<file path="src/common/pfp_defs.vh">
// Constants and register map of the per-port forwarding policy block
// Operation
// Drop mode 00: never drop, flow control
// Drop mode 01: drop priority 0 frames
// Drop mode 10: drop priority 0, 1
// Drop mode 11: drop priority 0, 1, 2
// Seven-bit membership mask, bit 0 port 1
// Set bit forwards, clear blocks, reset all set
// Membership mask ignores VLAN tags and table
// Null VID bit set: look up VID zero
// Null VID bit clear: look up default VID
// Ingress filtering drops non-member ingress frames
// Non-default VID discard drops mismatching VIDs
// MAC-based 802.1X enable drives lookup authentication
// Self-address filter drops own source MAC
// Self filter needs port and global enable
// Independent policy copy for ports one to six
// Congestion per destination comes from queue manager
// Priorities 0 to 2 are the lowest
`ifndef PFP_DEFS_VH
`define PFP_DEFS_VH

// Per-port page offsets, port number in address bits 15:12
`define PFP_OFF_DROP 12'hA00
`define PFP_OFF_MASK 12'hA04
`define PFP_OFF_LKUP 12'hB00
`define PFP_OFF_PORT_DEFAULT_VLAN_ID 12'hB08
`define PFP_OFF_DCNT 12'hB0C
// Global registers in page 0
`define PFP_OFF_GCTL 12'h300
`define PFP_OFF_MACL 12'h304
`define PFP_OFF_MACH 12'h308

// Register selectors inside one port copy
`define PFP_SEL_DROP 3'h0
`define PFP_SEL_MASK 3'h1
`define PFP_SEL_LKUP 3'h2
`define PFP_SEL_PORT_DEFAULT_VLAN_ID 3'h3
`define PFP_SEL_DCNT 3'h4

// Reset values
`define PFP_DROP_RST 2'h0
`define PFP_MASK_RST 7'h7F
`define PFP_LKUP_RST 8'h00
`define PFP_PORT_DEFAULT_VLAN_ID_RST 12'h001
`define PFP_LKUP_WMASK 8'hFA

// Lookup control field positions
`define PFP_LK_NULLVID 7
`define PFP_LK_INFILT 6
`define PFP_LK_NONPVID 5
`define PFP_LK_MAC1X 4
`define PFP_LK_SELF 3
`define PFP_GCTL_SELF 0

// Drop modes
`define PFP_DM_NODROP 2'h0
`define PFP_DM_P0 2'h1
`define PFP_DM_P01 2'h2
`define PFP_DM_P012 2'h3

// Discard reason bits
`define PFP_RSN_INFILT 0
`define PFP_RSN_NONPVID 1
`define PFP_RSN_SELF 2
`define PFP_RSN_CONG 3
`define PFP_RSN_NOFWD 4

`endif

</file>
<file path="src/hw/pfp_policy.v">
// Ingress forwarding policy for switch ports 1 to 6 with APB registers
`timescale 1ns/1ps
`include "pfp_defs.vh"

module pfp_policy #(
    parameter NPORT = 6,
    parameter CNT_W = 16
) (
    // Clock and reset
    input wire REF_CLK_I,
    input wire SRST_I,
    // APB slave
    input wire PSEL_I,
    input wire PENABLE_I,
    input wire PWRITE_I,
    input wire [15:0] PADDR_I,
    input wire [31:0] PWDATA_I,
    output reg [31:0] PRDATA_O,
    output reg PREADY_O,
    output reg PSLVERR_O,
    // Frame from lookup engine
    input wire FRM_VALID_I,
    input wire [2:0] FRM_PORT_I,
    input wire FRM_TAGGED_I,
    input wire [11:0] FRM_VID_I,
    input wire [1:0] FRM_PRIO_I,
    input wire [47:0] FRM_SA_I,
    input wire [6:0] FRM_DST_I,
    // VLAN table lookup
    output reg VLT_REQ_O,
    output reg [11:0] VLT_VID_O,
    input wire [6:0] VLT_MEMBER_I,
    // Congestion per destination port
    input wire [6:0] CONG_I,
    // Verdict
    output reg RES_VALID_O,
    output reg RES_DISCARD_O,
    output reg [6:0] RES_FWD_O,
    output reg RES_MAC_AUTH_O,
    output reg [4:0] RES_REASON_O,
    // Flow control toward ingress ports
    output reg [5:0] FC_O
);

    // Global registers
    reg gself_r;
    reg [47:0] mac_r;

    // APB decode
    wire [3:0] a_port = PADDR_I[15:12];
    wire [11:0] a_off = PADDR_I[11:0];
    wire setup = PSEL_I && !PENABLE_I;
    wire acc_done = PSEL_I && PENABLE_I && PREADY_O;
    reg a_glob;
    reg a_pmap;
    reg [2:0] a_sel;

    always @* begin
        a_glob = 1'b0;
        a_pmap = 1'b1;
        a_sel = `PFP_SEL_DROP;
        case (a_off)
            `PFP_OFF_DROP: a_sel = `PFP_SEL_DROP;
            `PFP_OFF_MASK: a_sel = `PFP_SEL_MASK;
            `PFP_OFF_LKUP: a_sel = `PFP_SEL_LKUP;
            `PFP_OFF_PORT_DEFAULT_VLAN_ID: a_sel = `PFP_SEL_PORT_DEFAULT_VLAN_ID;
            `PFP_OFF_DCNT: a_sel = `PFP_SEL_DCNT;
            default: a_pmap = 1'b0;
        endcase
        if (a_port == 4'h0) begin
            a_pmap = 1'b0;
            a_glob = (a_off == `PFP_OFF_GCTL) || (a_off == `PFP_OFF_MACL) ||
                (a_off == `PFP_OFF_MACH);
        end else if (a_port > NPORT) begin
            a_pmap = 1'b0;
        end
    end

    wire mapped = a_glob || a_pmap;
    wire wr_acc = acc_done && PWRITE_I && mapped;

    // Port copies
    wire [NPORT*32-1:0] p_rdata;
    wire [NPORT*2-1:0] p_drop;
    wire [NPORT*7-1:0] p_mask;
    wire [NPORT*8-1:0] p_lkup;
    wire [NPORT*12-1:0] p_port_default_vlan_id;
    reg [NPORT-1:0] drop_evt;

    genvar g;
    generate
        for (g = 0; g < NPORT; g = g + 1) begin : g_port
            pfp_port_ctl #(
                .CNT_W(CNT_W)
            ) u_ctl (
                .clk_i(REF_CLK_I),
                .srst_i(SRST_I),
                .wr_i(wr_acc && a_pmap && (a_port == g + 1)),
                .sel_i(a_sel),
                .wdata_i(PWDATA_I),
                .rdata_o(p_rdata[g*32 +: 32]),
                .drop_evt_i(drop_evt[g]),
                .drop_mode_o(p_drop[g*2 +: 2]),
                .mask_o(p_mask[g*7 +: 7]),
                .lkup_o(p_lkup[g*8 +: 8]),
                .port_default_vlan_id_o(p_port_default_vlan_id[g*12 +: 12])
            );
        end
    endgenerate

    // Read data
    reg [31:0] rd_nxt;
    integer i;
    integer i_f;
    integer i_ev;
    integer i_fc;

    always @* begin
        rd_nxt = 32'h0000_0000;
        if (a_glob) begin
            if (a_off == `PFP_OFF_GCTL) begin
                rd_nxt[`PFP_GCTL_SELF] = gself_r;
            end else if (a_off == `PFP_OFF_MACL) begin
                rd_nxt = mac_r[31:0];
            end else begin
                rd_nxt[15:0] = mac_r[47:32];
            end
        end else if (a_pmap) begin
            for (i = 0; i < NPORT; i = i + 1) begin
                if (a_port == i + 1) begin
                    rd_nxt = p_rdata[i*32 +: 32];
                end
            end
        end
    end

    // Zero-wait slave: ready in every access phase
    always @(posedge REF_CLK_I) begin
        if (SRST_I) begin
            PREADY_O <= 1'b0;
            PSLVERR_O <= 1'b0;
            PRDATA_O <= 32'h0000_0000;
            gself_r <= 1'b0;
            mac_r <= 48'h0000_0000_0000;
        end else begin
            PREADY_O <= setup;
            if (setup) begin
                PSLVERR_O <= !mapped;
                PRDATA_O <= PWRITE_I ? 32'h0000_0000 : rd_nxt;
            end
            if (wr_acc && a_glob) begin
                if (a_off == `PFP_OFF_GCTL) begin
                    gself_r <= PWDATA_I[`PFP_GCTL_SELF];
                end else if (a_off == `PFP_OFF_MACL) begin
                    mac_r[31:0] <= PWDATA_I;
                end else begin
                    mac_r[47:32] <= PWDATA_I[15:0];
                end
            end
        end
    end

    // Stage 1: classify the frame and fetch its port's policy
    reg [1:0] f_drop;
    reg [6:0] f_mask;
    reg [7:0] f_lkup;
    reg [11:0] f_port_default_vlan_id;
    reg f_ok;
    reg [11:0] f_vid;

    always @* begin
        f_drop = `PFP_DM_NODROP;
        f_mask = 7'h00;
        f_lkup = 8'h00;
        f_port_default_vlan_id = 12'h000;
        f_ok = 1'b0;
        for (i_f = 0; i_f < NPORT; i_f = i_f + 1) begin
            if (FRM_PORT_I == i_f + 1) begin
                f_ok = 1'b1;
                f_drop = p_drop[i_f*2 +: 2];
                f_mask = p_mask[i_f*7 +: 7];
                f_lkup = p_lkup[i_f*8 +: 8];
                f_port_default_vlan_id = p_port_default_vlan_id[i_f*12 +: 12];
            end
        end
        if (!FRM_TAGGED_I) begin
            f_vid = f_port_default_vlan_id;
        end else if (FRM_VID_I == 12'h000) begin

            f_vid = f_lkup[`PFP_LK_NULLVID] ? 12'h000 : f_port_default_vlan_id;
        end else begin
            f_vid = FRM_VID_I;
        end
    end

    reg s1_v_r;
    reg [2:0] s1_port_r;
    reg [1:0] s1_prio_r;
    reg [6:0] s1_dst_r;
    reg [6:0] s1_mask_r;
    reg [1:0] s1_drop_r;
    reg [7:0] s1_lkup_r;
    reg [11:0] s1_port_default_vlan_id_r;
    reg s1_self_r;

    always @(posedge REF_CLK_I) begin
        if (SRST_I) begin
            s1_v_r <= 1'b0;
            s1_port_r <= 3'h0;
            s1_prio_r <= 2'h0;
            s1_dst_r <= 7'h00;
            s1_mask_r <= 7'h00;
            s1_drop_r <= 2'h0;
            s1_lkup_r <= 8'h00;
            s1_port_default_vlan_id_r <= 12'h000;
            s1_self_r <= 1'b0;
            VLT_REQ_O <= 1'b0;
            VLT_VID_O <= 12'h000;
        end else begin
            s1_v_r <= FRM_VALID_I && f_ok;
            VLT_REQ_O <= FRM_VALID_I && f_ok;
            if (FRM_VALID_I) begin
                s1_port_r <= FRM_PORT_I;
                s1_prio_r <= FRM_PRIO_I;
                s1_dst_r <= FRM_DST_I;
                s1_mask_r <= f_mask;
                s1_drop_r <= f_drop;
                s1_lkup_r <= f_lkup;
                s1_port_default_vlan_id_r <= f_port_default_vlan_id;
                VLT_VID_O <= f_vid;

                s1_self_r <= gself_r && f_lkup[`PFP_LK_SELF] &&
                    (FRM_SA_I == mac_r);
            end
        end
    end

    // Stage 2: verdict, using the VLAN table answer of this cycle
    reg [6:0] ing_bit;
    reg lowpri;
    reg [6:0] cong_cut;
    reg [6:0] fwd_nxt;
    reg [4:0] rsn_nxt;

    always @* begin
        ing_bit = 7'h01 << (s1_port_r - 3'h1);
        case (s1_drop_r)
            `PFP_DM_P0: lowpri = (s1_prio_r == 2'h0);
            `PFP_DM_P01: lowpri = (s1_prio_r <= 2'h1);
            `PFP_DM_P012: lowpri = (s1_prio_r <= 2'h2);
            default: lowpri = 1'b0;
        endcase
        cong_cut = lowpri ? (CONG_I & s1_dst_r) : 7'h00;
        fwd_nxt = s1_dst_r & s1_mask_r & ~cong_cut;
        rsn_nxt = 5'h00;
        rsn_nxt[`PFP_RSN_INFILT] = s1_lkup_r[`PFP_LK_INFILT] &&
            ((VLT_MEMBER_I & ing_bit) == 7'h00);
        rsn_nxt[`PFP_RSN_NONPVID] = s1_lkup_r[`PFP_LK_NONPVID] &&
            (VLT_VID_O != s1_port_default_vlan_id_r);
        rsn_nxt[`PFP_RSN_SELF] = s1_self_r;
        rsn_nxt[`PFP_RSN_CONG] = (cong_cut != 7'h00);
        rsn_nxt[`PFP_RSN_NOFWD] = (fwd_nxt == 7'h00);
    end

    wire disc_nxt = (rsn_nxt[`PFP_RSN_INFILT] || rsn_nxt[`PFP_RSN_NONPVID] ||
        rsn_nxt[`PFP_RSN_SELF] || rsn_nxt[`PFP_RSN_NOFWD]);

    always @* begin
        for (i_ev = 0; i_ev < NPORT; i_ev = i_ev + 1) begin
            drop_evt[i_ev] = s1_v_r && disc_nxt && (s1_port_r == i_ev + 1);
        end
    end

    always @(posedge REF_CLK_I) begin
        if (SRST_I) begin
            RES_VALID_O <= 1'b0;
            RES_DISCARD_O <= 1'b0;
            RES_FWD_O <= 7'h00;
            RES_MAC_AUTH_O <= 1'b0;
            RES_REASON_O <= 5'h00;
        end else begin
            RES_VALID_O <= s1_v_r;
            if (s1_v_r) begin
                RES_DISCARD_O <= disc_nxt;
                RES_FWD_O <= disc_nxt ? 7'h00 : fwd_nxt;
                RES_MAC_AUTH_O <= s1_lkup_r[`PFP_LK_MAC1X];
                RES_REASON_O <= rsn_nxt;
            end
        end
    end

    // Flow control only in no-drop mode, while a reachable port congests
    always @(posedge REF_CLK_I) begin
        if (SRST_I) begin
            FC_O <= 6'h00;
        end else begin
            for (i_fc = 0; i_fc < NPORT; i_fc = i_fc + 1) begin
                FC_O[i_fc] <= (p_drop[i_fc*2 +: 2] == `PFP_DM_NODROP) &&
                    ((CONG_I & p_mask[i_fc*7 +: 7]) != 7'h00);
            end
        end
    end

endmodule // pfp_policy

</file>
<file path="src/hw/pfp_port_ctl.v">
// One port's policy registers and its discard counter
`timescale 1ns/1ps
`include "pfp_defs.vh"

module pfp_port_ctl #(
    parameter CNT_W = 16
) (
    // Clock and reset
    input wire clk_i,
    input wire srst_i,
    // Register access
    input wire wr_i,
    input wire [2:0] sel_i,
    input wire [31:0] wdata_i,
    output reg [31:0] rdata_o,
    // Events
    input wire drop_evt_i,
    // Policy fields
    output wire [1:0] drop_mode_o,
    output wire [6:0] mask_o,
    output wire [7:0] lkup_o,
    output wire [11:0] port_default_vlan_id_o
);

    reg [1:0] drop_r;
    reg [6:0] mask_r;
    reg [7:0] lkup_r;
    reg [11:0] port_default_vlan_id_r;
    reg [CNT_W-1:0] dcnt_r;

    always @(posedge clk_i) begin
        if (srst_i) begin
            drop_r <= `PFP_DROP_RST;
            mask_r <= `PFP_MASK_RST;
            lkup_r <= `PFP_LKUP_RST;
            port_default_vlan_id_r <= `PFP_PORT_DEFAULT_VLAN_ID_RST;
            dcnt_r <= {CNT_W{1'b0}};
        end else begin
            if (wr_i && sel_i == `PFP_SEL_DROP) begin
                drop_r <= wdata_i[1:0];
            end
            if (wr_i && sel_i == `PFP_SEL_MASK) begin
                mask_r <= wdata_i[6:0];
            end
            if (wr_i && sel_i == `PFP_SEL_LKUP) begin
                lkup_r <= wdata_i[7:0] & `PFP_LKUP_WMASK;
            end
            if (wr_i && sel_i == `PFP_SEL_PORT_DEFAULT_VLAN_ID) begin
                port_default_vlan_id_r <= wdata_i[11:0];
            end
            // Count saturates; a write clears, a same-cycle event wins
            if (drop_evt_i) begin
                if (dcnt_r != {CNT_W{1'b1}}) begin
                    dcnt_r <= dcnt_r + 1'b1;
                end
            end else if (wr_i && sel_i == `PFP_SEL_DCNT) begin
                dcnt_r <= {CNT_W{1'b0}};
            end
        end
    end

    always @* begin
        rdata_o = 32'h0000_0000;
        case (sel_i)
            `PFP_SEL_DROP: rdata_o[1:0] = drop_r;
            `PFP_SEL_MASK: rdata_o[6:0] = mask_r;
            `PFP_SEL_LKUP: rdata_o[7:0] = lkup_r;
            `PFP_SEL_PORT_DEFAULT_VLAN_ID: rdata_o[11:0] = port_default_vlan_id_r;
            `PFP_SEL_DCNT: rdata_o[CNT_W-1:0] = dcnt_r;
            default: rdata_o = 32'h0000_0000;
        endcase
    end

    assign drop_mode_o = drop_r;
    assign mask_o = mask_r;
    assign lkup_o = lkup_r;
    assign port_default_vlan_id_o = port_default_vlan_id_r;

endmodule // pfp_port_ctl

</file>
<file path="config.mk">
export PLATFORM = sky130hd
export DESIGN_NAME = pfp_policy
export DESIGN_NICKNAME = d
export VERILOG_FILES = /design/src/hw/pfp_policy.v /design/src/hw/pfp_port_ctl.v
export VERILOG_INCLUDE_DIRS = /design/src /design/src/common
export SDC_FILE = /design/constraint.sdc
export NUM_CORES = 1
export LEC_CHECK = 0
export ABC_AREA = 1
export BUFFER_PORTS_ARGS = -buffer_cell sky130_fd_sc_hd__buf_2
export CORE_ASPECT_RATIO = 1.1
export CORE_MARGIN = 2
export CORE_UTILIZATION = 40
export CTS_CLUSTER_SIZE = 28
export DETAILED_ROUTE_END_ITERATION = 6
export GPL_TIMING_DRIVEN = 0
export PLACE_DENSITY = 0.54
export SLEW_MARGIN = 20
export SYNTH_ARGS = -nofsm -noshare
export SYNTH_HDL_FRONTEND = slang
export SYNTH_HIERARCHICAL = 1
export SYNTH_SLANG_ARGS = --single-unit
</file>
<file path="constraint.sdc">
create_clock -name REF_CLK_I -period 7.4 [get_ports REF_CLK_I]
set_input_delay 1.48 -clock REF_CLK_I [delete_from_list [all_inputs] [get_ports REF_CLK_I]]
set_output_delay 1.48 -clock REF_CLK_I [all_outputs]
set_load 0.005 [all_outputs]
</file>
Word level (Yosys, flattened, before mapping)
Cells that the tools add are included.
{"block": "classes", "reduce_logical": 104, "n_div": 0, "bitwise_logic": 13, "shifts": 1, "add_sub_neg": 7, "order_cmp": 3, "n_eq_ne": 47, "n_mux": 102, "n_mul": 0}
{"operator": "$mux 16", "count": 21}
{"operator": "$mux 32", "count": 8}
{"operator": "$pmux 5 s4", "count": 6}
{"operator": "$mux 12", "count": 9}
{"operator": "$add 16x1->16 const B", "count": 6}
{"operator": "$ne 16x16->1 const B", "count": 6}
{"operator": "$and 7x7->7", "count": 10}
{"operator": "$logic_and 1x1->1", "count": 61}
{"operator": "$eq 12x12->1 const B", "count": 5}
{"operator": "$pmux 2 s5", "count": 6}
{"operator": "$mux 7", "count": 8}
{"operator": "$reduce_bool 7->1", "count": 7}
{"operator": "$eq 48x48->1", "count": 1}
{"operator": "$mux 8", "count": 6}
{"operator": "$pmux 4 s2", "count": 6}
{"operator": "$eq 12x10->1 const B", "count": 3}
{"operator": "$mux 31", "count": 1}
{"operator": "$mux 4", "count": 6}
{"operator": "$eq 3x3->1 const B", "count": 7}
{"operator": "$pmux 1 s3", "count": 7}
{"operator": "$eq 3x2->1 const B", "count": 6}
{"operator": "$logic_not 2->1", "count": 7}
{"operator": "$logic_not 7->1", "count": 2}
{"operator": "$reduce_and 2->1", "count": 7}
{"operator": "other kinds (26)", "count": 65}
{"block": "word_totals", "latch_bits": 0, "ff_bits": 416, "romBits": 0, "ramBits": 0, "wordCells": 329, "mem_count": 0}

Longest topological paths before layout
Gate-level depths: netlist of run 1.
{"block": "logic_depth", "depth_word": 13, "ltp_mapped": 20, "ltp_nobuf": 20}

Cells and area by module
Netlist of run 1, hierarchy kept.
{"module": "pfp_port_ctl at g_port[0].u_ctl ...", "instances": 5, "cells_per_inst": 366, "seq_area_each_um2": 860.8, "area_each_um2": 2403.6}
{"module": "pfp_policy", "instances": 1, "cells_per_inst": 1991, "seq_area_each_um2": 3083.0, "area_each_um2": 11282.1}
{"module": "pfp_port_ctl at g_port[5].u_ctl", "instances": 1, "cells_per_inst": 361, "seq_area_each_um2": 860.8, "area_each_um2": 2384.8}

Least setup slack after synthesis of run 1
No wires, ideal clock.
{"block": "synth_path", "path_kind": "input port to flip-flop", "startpoint": "input PADDR_I[1]", "endpoint": "register PRDATA_O[7]", "path_slack_ns": 2.945, "path_buffers": 1, "setup_ns": 0.132, "path_stages": 17, "arrival_ns": 4.322, "path_cell_list": "nor2_1 -> nand2_2 -> o31ai_1 -> inv_1 -> nand2_1 -> nor2_1 -> inv_1 -> clkbuf_1 -> o221ai_1 -> o211ai_1 -> nand2_1 -> nand2_1 -> nand3b_1 -> nand2_1 -> nand2_1 -> nand2_1 -> a21oi_1"}
{"block": "synth_via", "word_cells_on_any_way": 36, "classes_between": "eq/ne (11); mux (22); reduce/logical (3)"}
{"element": "from (decl)", "line_no": "pfp_policy.v:16", "source": "input wire [15:0] PADDR_I,"}
{"element": "$eq 12x12->1", "line_no": "pfp_policy.v:62", "source": "case (a_off)"}
{"element": "$pmux 3 s4 (*)", "line_no": "pfp_policy.v:62"}
{"element": "named net a_sel[0]", "line_no": "pfp_policy.v:56", "source": "reg [2:0] a_sel;"}
{"element": "$eq 3x3->1 or $eq 3x2->1 (tied branches)", "line_no": "pfp_port_ctl.v:64", "source": "case (sel_i)"}
{"element": "$pmux 1 s3 (*)", "line_no": "pfp_port_ctl.v:64"}
{"element": "named net p_rdata[39]", "line_no": "pfp_policy.v:83", "source": "wire [NPORT*32-1:0] p_rdata;"}
{"element": "$mux 32 (*) (5 in series)", "line_no": "pfp_policy.v:130", "source": "if (a_port == i + 1) begin"}
{"element": "$mux 32 (*)", "line_no": "pfp_policy.v:128", "source": "end else if (a_pmap) begin"}
{"element": "$mux 32 (*)", "line_no": "pfp_policy.v:120", "source": "if (a_glob) begin"}
{"element": "$mux 32 (*)", "line_no": "pfp_policy.v:149", "source": "PRDATA_O <= PWRITE_I ? 32'h0000_0000 : rd_nxt;"}
{"element": "to (signal assigned)", "line_no": "pfp_policy.v:149"}
{"element": "to (decl)", "line_no": "pfp_policy.v:18", "source": "output reg [31:0] PRDATA_O,"}
Mark *: on every way through the listed nets, which the timed path passes. The rest lies on a longest branch.
A chain may end at the register's enable or synchronous reset.

Worst setup path after layout of run 1
{"block": "layout_path", "startpoint": "input PADDR_I[7]", "endpoint": "register PRDATA_O[10]"}
{"block": "layout_via", "word_cells_on_any_way": 35, "classes_between": "eq/ne (10); mux (22); reduce/logical (3)"}
{"element": "$eq 12x12->1", "line_no": "pfp_policy.v:62"}
{"element": "$pmux 3 s4 (*)", "line_no": "pfp_policy.v:62"}
{"element": "named net a_sel[1]", "line_no": "pfp_policy.v:56"}
{"element": "$eq 3x3->1 or $eq 3x2->1 (tied branches)", "line_no": "pfp_port_ctl.v:64"}
{"element": "$pmux 4 s2 (*)", "line_no": "pfp_port_ctl.v:64"}
{"element": "named net p_rdata[42]", "line_no": "pfp_policy.v:83"}
{"element": "$mux 32 (*) (5 in series)", "line_no": "pfp_policy.v:130"}
{"element": "$mux 32 (*)", "line_no": "pfp_policy.v:128"}
{"element": "$mux 32 (*)", "line_no": "pfp_policy.v:120"}
{"element": "$mux 32 (*)", "line_no": "pfp_policy.v:149"}
Marked as above.

==> results.tsv, run 1 <==
stage	metric	value	unit
synthesis	area of the mapped netlist	0.0256	mm^2
cells_and_area	FILL cells	6949	
grt	first-pass GRT wire length	163000	um
power_and_ir_drop	Clock power frac	48.6	%
floorplan	Core ar.	0.0635	mm^2
synthesis	average cell area after synthesis	6.14	um^2
clock_tree	post-cts hold buffer count	0	
power_and_ir_drop	Worst IR Drop VDD	151	uV
floorplan	Die Span Y	269	um
floorplan	die area	0.0660	mm^2
clock_tree	Num CTS Buffers	50	
drt	1st-pass router iterations	6	
timing	Setup Skew	0.0166	ns
clock_tree	# clock sinks	412	
grt	largest net degree at the start of global routing	27	
clock_tree	depth of the CTS H-tree	2	
drt	Routed WL per cell	20.6	um
drt	1st-iter DRT viols	2875	
clock_tree	setup repair bufs after CTS	0	
power_and_ir_drop	P_sw	0.00139	W
cells_and_area	final core occ	46.9	%
cells_and_area	layout cells sized above 1	12.6	%
status	status	finished clean	
floorplan	initial core utilization	40.3	%
job	Max Cap Viol	0	
synthesis	Syn Inst Count	4170	
power_and_ir_drop	switching share of power	26.2	%
timing	Slew Limit Fails	0	
power_and_ir_drop	Final Power	0.00529	W
floorplan	Top Ports	209	
cells_and_area	multi-input combinational cell area	0.0146	mm^2
clock_tree	worst skew pair latency	0.61	ns
timing	Final Setup Violations	0	
grt	vias in the first global route	25800	
timing	post-layout minimum cycle time	4.70	ns
clock_tree	root buffer cell	clkbuf_16	
placed_design	placed instance count	5311	
power_and_ir_drop	PwrDens	178	mW/mm^2
cells_and_area	final non-filler cell total	5408	
placed_design	gpl congestion	1.04	
placed_design	post-DP HPWL	87600	um
drt	Avg Vias per Cell	5.25	
worst_setup_path	Worst R2R Path Depth	16	
cells_and_area	area delta synth->final	16.4	%
worst_setup_path	Crit Path Class	in -> reg	
grt	Overall Global Routing Usage	32.7	%
power_and_ir_drop	share of power burned in registers	42.6	%
synthesis	yosys warns	6	
clock_tree	clk slew on worst S/H paths	0.06	ns
worst_setup_path	critical path capture point type	flop	
power_and_ir_drop	Internal Pwr Total	0.00391	W
clock_tree	CTS resizes	0	
timing	Max Clk Rate	213	MHz
worst_setup_path	worst path arrival time	5.17	ns
grt	initial antenna violation count	11	
worst_setup_path	CP Data Required Time	7.87	ns
grt	total gr overflow	0	
placed_design	cell area after placement	0.0281	mm^2
cells_and_area	most common cell after layout, fill and taps aside	nand2_1	
cells_and_area	Final #Nets	4669	
clock_tree	CTS max path bufs	3	
drt	antenna-violating nets left	0	
timing	Final Hold Viols	0	
worst_setup_path	Worst Path Max Fanout	10	
worst_setup_path	startpoint types	primary input	
clock_tree	clock tree from TritonCTS	built	
drt	Via Count	28400	
cells_and_area	register area	0.00825	mm^2
drt	WL final	111000	um
timing	Period Utilization, post-route	63.5	%
timing	worst-margin pin slew	1.03	ns
drt	DRC	0	
power_and_ir_drop	Pleak	13.4	nW
min_path	hold depth	2	
placed_design	Buffers on Ports	206	
floorplan	Die W	245	um
timing	Rel. slew slack	31.1	%
floorplan	num rows	97	
min_path	Hold WC Path Type	reg -> reg	
timing	RSZ-0062 raised after global routing	no	
power_and_ir_drop	logic gate share of total power	8.8	%
cells_and_area	most frequent cells in the layout	nand2_1 (1159), nor2_1 (591), inv_1 (416), dfxtp_1 (412), nand3_1 (389)	
cells_and_area	post-layout instance area	0.0298	mm^2
## layer usage
metal	routed length, um	GRT usage [%]	vias up
met3	7840	4.71	224
met5	54	0	-
met2	50600	52.4	1034
met1	48000	43.9	13100
li1	-	-	14000
met4	4880	13.4	8
## per-stage QoR
stage	TNS [ns]	hold slack (ns)	worst slack (ns)
floorplan	0	0.434	2.95
global placement	-0.162	0.452	-0.0667
detailed placement	0	0.453	2.23
CTS	0	0.462	2.85
global route	0	0.472	2.60
finish	0	0.461	2.70
## power groups by stage
stage,sequential [W],combinational (W),clock [W]
finish,0.00226,0.000467,0.00257
global route,0.00226,0.000503,0.00268
CTS,0.00226,0.000456,0.00260
detailed placement,0.00230,0.000454,0
global placement,0.00230,0.000454,0
floorplan,0.00230,0.000246,0
## critical path, stage by stage
cell      delay (ns)
buf_2           0.09
nor2_1          0.12
nand2_2         0.15
inv_2           0.12
nand3_1         0.11
inv_1           0.63
inv_1           0.19
nand2_1         0.13
nor2_1          0.10
inv_1           0.13
clkbuf_1        0.35
o22ai_1         0.13
o211ai_1        0.48
nand2_1         0.25
nand2_1         0.17
nand3b_1        0.17
nand2_1         0.14
nand2_1         0.07
nand2_1         0.07
a21oi_1         0.06
## cell type report
type                            instances  share of cell area [%]
Multi-Input combinational cell       3144                    48.9
Sequential cell                       412                    27.7
Inverter                              433                    5.46
Buffer                                271                    5.11
Clock buffer                           71                    5.07
Timing Repair Buffer                  210                    3.59
Tap cell                              841                    3.53
Clock inverter                         20                   0.634
Antenna cell                            6                  0.0504
## flip-flops by register name, summed over array words and instances (netlist names), 2 cells and up
| signal | count |
|---|---|
| g_port.u_ctl/dcnt_r | 96 |
| RES_REASON_O | 5 |
| VLT_VID_O | 12 |
| s1_lkup_r | 3 |
| s1_port_r | 3 |
| RES_FWD_O | 7 |
| s1_mask_r | 7 |
| s1_prio_r | 2 |
| s1_port_default_vlan_id_r | 12 |
| g_port.u_ctl/port_default_vlan_id_o | 72 |
| PRDATA_O | 32 |
| s1_dst_r | 7 |
| s1_drop_r | 2 |
| mac_r | 48 |
| g_port.u_ctl/drop_mode_o | 12 |
| FC_O | 6 |
| g_port.u_ctl/mask_o | 42 |
| g_port.u_ctl/lkup_o | 36 |
## path summary, 6_finish.rpt
check,from,end,slack (ns)
setup / recovery,PADDR_I[7],PRDATA_O[10],2.70
hold reg to reg,PRDATA_O[26],PRDATA_O[26],0.46
hold / removal,PRDATA_O[26],PRDATA_O[26],0.46
setup reg to reg,s1_drop_r[1],g_port[3].u_ctl/dcnt_r[2],3.90
No activity file was read; power rests on OpenSTA's default activity.
==> run 2, diff against run 1 <==
- PLACE_DENSITY: 0.54 -> 0.56
- clock period: 7.4 -> 4.2 ns (I/O delays scaled with it)
==> run 2 against run 1 <==
First-iteration DRC count is 11% lower. Critical path depth is 1 lower. Worst setup slack worse by 2.6 ns. Largest cell class unchanged. Sequential share of layout area is 0.054 points higher. Via count is 0.27% lower. Combinational power is 73% higher. Final area is 0.19% lower. Register-to-register slack worse by 3.2 ns. Die area stayed put. Critical endpoint is now PRDATA_O[13]. Critical path type unchanged.
==> results.tsv, run 2 (synthesis gave the netlist of run 1 again) <==
stage	metric	value	unit	change
status	status	finished clean		unchanged
worst_setup_path	crit-path most repeated cell	nand2_1		unchanged
clock_tree	clk slew on worst S/H paths	0.06	ns	about the same
cells_and_area	most common cell after layout, fill and taps aside	nand2_1		unchanged
grt	Overall Global Routing Usage	32.2	%	was 32.7%
timing	post-layout minimum cycle time	4.10	ns	
timing	Rel. slew slack	24.9	%	was 31.1%
placed_design	cell area after placement	0.0281	mm^2	about the same
timing	RSZ-0062 raised after global routing	no		unchanged
worst_setup_path	cell count along the critical path	19		was 20
min_path	Hold WC Path Type	reg -> reg		unchanged
power_and_ir_drop	Worst IR Drop VDD	247	uV	was 151 uV
timing	Setup Skew	0.0209	ns	was 0.0166 ns
floorplan	die area	0.0660	mm^2	unchanged
worst_setup_path	Crit Path Class	in -> reg		unchanged
cells_and_area	max FFs per register	96		unchanged
timing	Final Hold Viols	0		unchanged
placed_design	placed instance count	5310		was 5311
cells_and_area	post-layout instance area	0.0297	mm^2	was 0.0298 mm^2
drt	DR top layer	met5		unchanged
placed_design	post-DP HPWL	85500	um	was 87600 um
cells_and_area	ANT cells	0		was 6
worst_setup_path	critical path cell sequence	buf_2 -> nor2_1 -> nand2_2 -> o31ai_4 -> buf_6 -> inv_1 -> nand2_1 -> nor2_1 -> inv_1 -> clkbuf_1 -> nor2_1 -> o211ai_1 -> nand2_1 -> nand2_1 -> nand3b_1 -> nand2_1 -> nand2_1 -> nand2_1 -> a21oi_1		was buf_2 -> nor2_1 -> nand2_2 -> inv_2 -> nand3_1 -> inv_1 -> inv_1 -> nand2_1 -> nor2_1 -> inv_1 -> clkbuf_1 -> o22ai_1 -> o211ai_1 -> nand2_1 -> nand2_1 -> nand3b_1 -> nand2_1 -> nand2_1 -> nand2_1 -> a21oi_1
drt	Via Count	28300		was 28400
drt	DR WL met2	48700	um	was 50600 um
drt	met3 wire length	7580	um	was 7840 um
grt	vias in the first global route	25800		about the same
worst_setup_path	CP max-delay cell	o31ai_4		was inv_1
worst_setup_path	startpoint types	primary input		unchanged
drt	1st-pass router iterations	5		was 6
timing	Slew Limit Fails	0		unchanged
clock_tree	root buffer cell	clkbuf_16		unchanged
timing	worst-margin pin slew	1.13	ns	was 1.03 ns
placed_design	Buffers on Ports	206		unchanged
cells_and_area	final non-filler cell total	5397		was 5408
timing	Period Utilization, post-route	97.6	%	
cells_and_area	largest register by flop count	g_port.u_ctl/dcnt_r		unchanged
floorplan	Die Span Y	269	um	unchanged
cells_and_area	area delta synth->final	16.2	%	was 16.4%
clock_tree	post-cts hold buffer count	0		unchanged
floorplan	initial core utilization	40.3	%	unchanged
clock_tree	# clock sinks	412		unchanged
floorplan	Top Ports	209		unchanged
drt	antenna-violating nets left	0		unchanged
cells_and_area	Final #Nets	4667		was 4669
timing	Hold Slack	0.461	ns	about the same
drt	routed length on met1	47700	um	was 48000 um
clock_tree	CTS max path bufs	3		unchanged
worst_setup_path	critical path capture point type	flop		unchanged
drt	Routed WL per cell	20.2	um	was 20.6 um
drt	1st-iter DRT viols	2549		was 2875
worst_setup_path	worst path arrival time	4.56	ns	was 5.17 ns
worst_setup_path	CP max stage delay	0.75	ns	was 0.63 ns
clock_tree	depth of the CTS H-tree	2		unchanged
drt	DRC	0		unchanged
clock_tree	CTS resizes	0		unchanged
drt	WL final	109000	um	was 111000 um
drt	Avg Vias per Cell	5.25		about the same
grt	largest net degree at the start of global routing	27		unchanged
clock_tree	setup repair bufs after CTS	0		unchanged
worst_setup_path	Top Family by Delay on Critical Path	simple AND/OR/NAND/NOR gates		was buffers and inverters
power_and_ir_drop	PwrDens	312	mW/mm^2	was 178 mW/mm^2
min_path	hold depth	2		unchanged
cells_and_area	most frequent cells in the layout	nand2_1 (1159), nor2_1 (591), inv_1 (416), dfxtp_1 (412), nand3_1 (389)		unchanged
worst_setup_path	CP bufs+invs	5		was 6
floorplan	Die W	245	um	unchanged
worst_setup_path	Worst R2R Path Depth	16		unchanged
cells_and_area	layout cells sized above 1	12.4	%	was 12.6%
worst_setup_path	Worst Path Max Fanout	10		unchanged
grt	initial antenna violation count	6		was 11
placed_design	gpl congestion	0.988		was 1.04
job	Max Cap Viol	0		unchanged
clock_tree	worst skew pair latency	0.61	ns	about the same
worst_setup_path	CP Data Required Time	4.66	ns	was 7.87 ns
power_and_ir_drop	Pleak	13.4	nW	about the same
clock_tree	clock tree from TritonCTS	built		unchanged
timing	Final Setup Violations	0		unchanged
clock_tree	Num CTS Buffers	49		was 50
grt	first-pass GRT wire length	161000	um	was 163000 um
grt	total gr overflow	0		unchanged
floorplan	Core ar.	0.0635	mm^2	unchanged
timing	Max Clk Rate	244	MHz	
floorplan	num rows	97		unchanged
[run 2: cell types whose count changed in the layout (fill, tap and decap cells not counted), sizes merged]
cell      delta
clkinv       -4
buf          -1
bufinv       +1
clkinvlp     -2
diode        -6
clkbuf       +1
[run 2: power by group]
group / leakage, nW / internal (W) / total (W) / switching (W)
Sequential: 3.33 / 0.00395 / 0.00397 / 0.0000275
Clock: 0.824 / 0.00268 / 0.00450 / 0.00182
Combinational: 9.24 / 0.000261 / 0.000808 / 0.000547
[run 2: layout make-up]
class | instances | area, um^2
fill | 6939 | 33700
clock inverter | 15 | 184
sequential | 412 | 8250
tap | 841 | 1050
clock buffer | 72 | 1490
multi-input combinational | 3144 | 14600
buffer | 271 | 1520
inverter | 433 | 1630
timing repair buffer | 209 | 1060
[run 2: per-stage QoR]
stage	util, %	TNS, ns	total power [W]	setup WS, ns
5_1_grt	46.9	0	0.00956	0.00736
4_1_cts	46.9	0	0.00933	0.252
2_1_floorplan	-	0	0.00449	0.385
3_3_place_gp	44.1	-475.14	0.00485	-2.94
6_report	46.9	0	0.00928	0.0998
3_5_place_dp	44.2	-3.60	0.00485	-0.364
[run 2: path summary, 6_finish.rpt]
path | from | endpoint | slack (ns)
setup / recovery | PADDR_I[1] | PRDATA_O[13] | 0.1
hold / removal | PRDATA_O[29] | PRDATA_O[29] | 0.46
setup reg to reg | s1_drop_r[1] | g_port[3].u_ctl/dcnt_r[2] | 0.67
hold reg to reg | PRDATA_O[29] | PRDATA_O[29] | 0.46
[run 2: tightest hold or removal path: cells and delay by family (launching register included)]
kind	cells	cell delay, ns
DFF	1	0.31
and+or+nand+nor	1	0.06
AOI/OAI and AO/OA	1	0.05
[run 2: per-layer routing]
metal / up-vias / global-route usage [%]
li1: 14000 / -
met5: - / 0
met3: 231 / 4.39
met4: 2 / 13.1
met2: 1089 / 51.1
met1: 13000 / 43.7
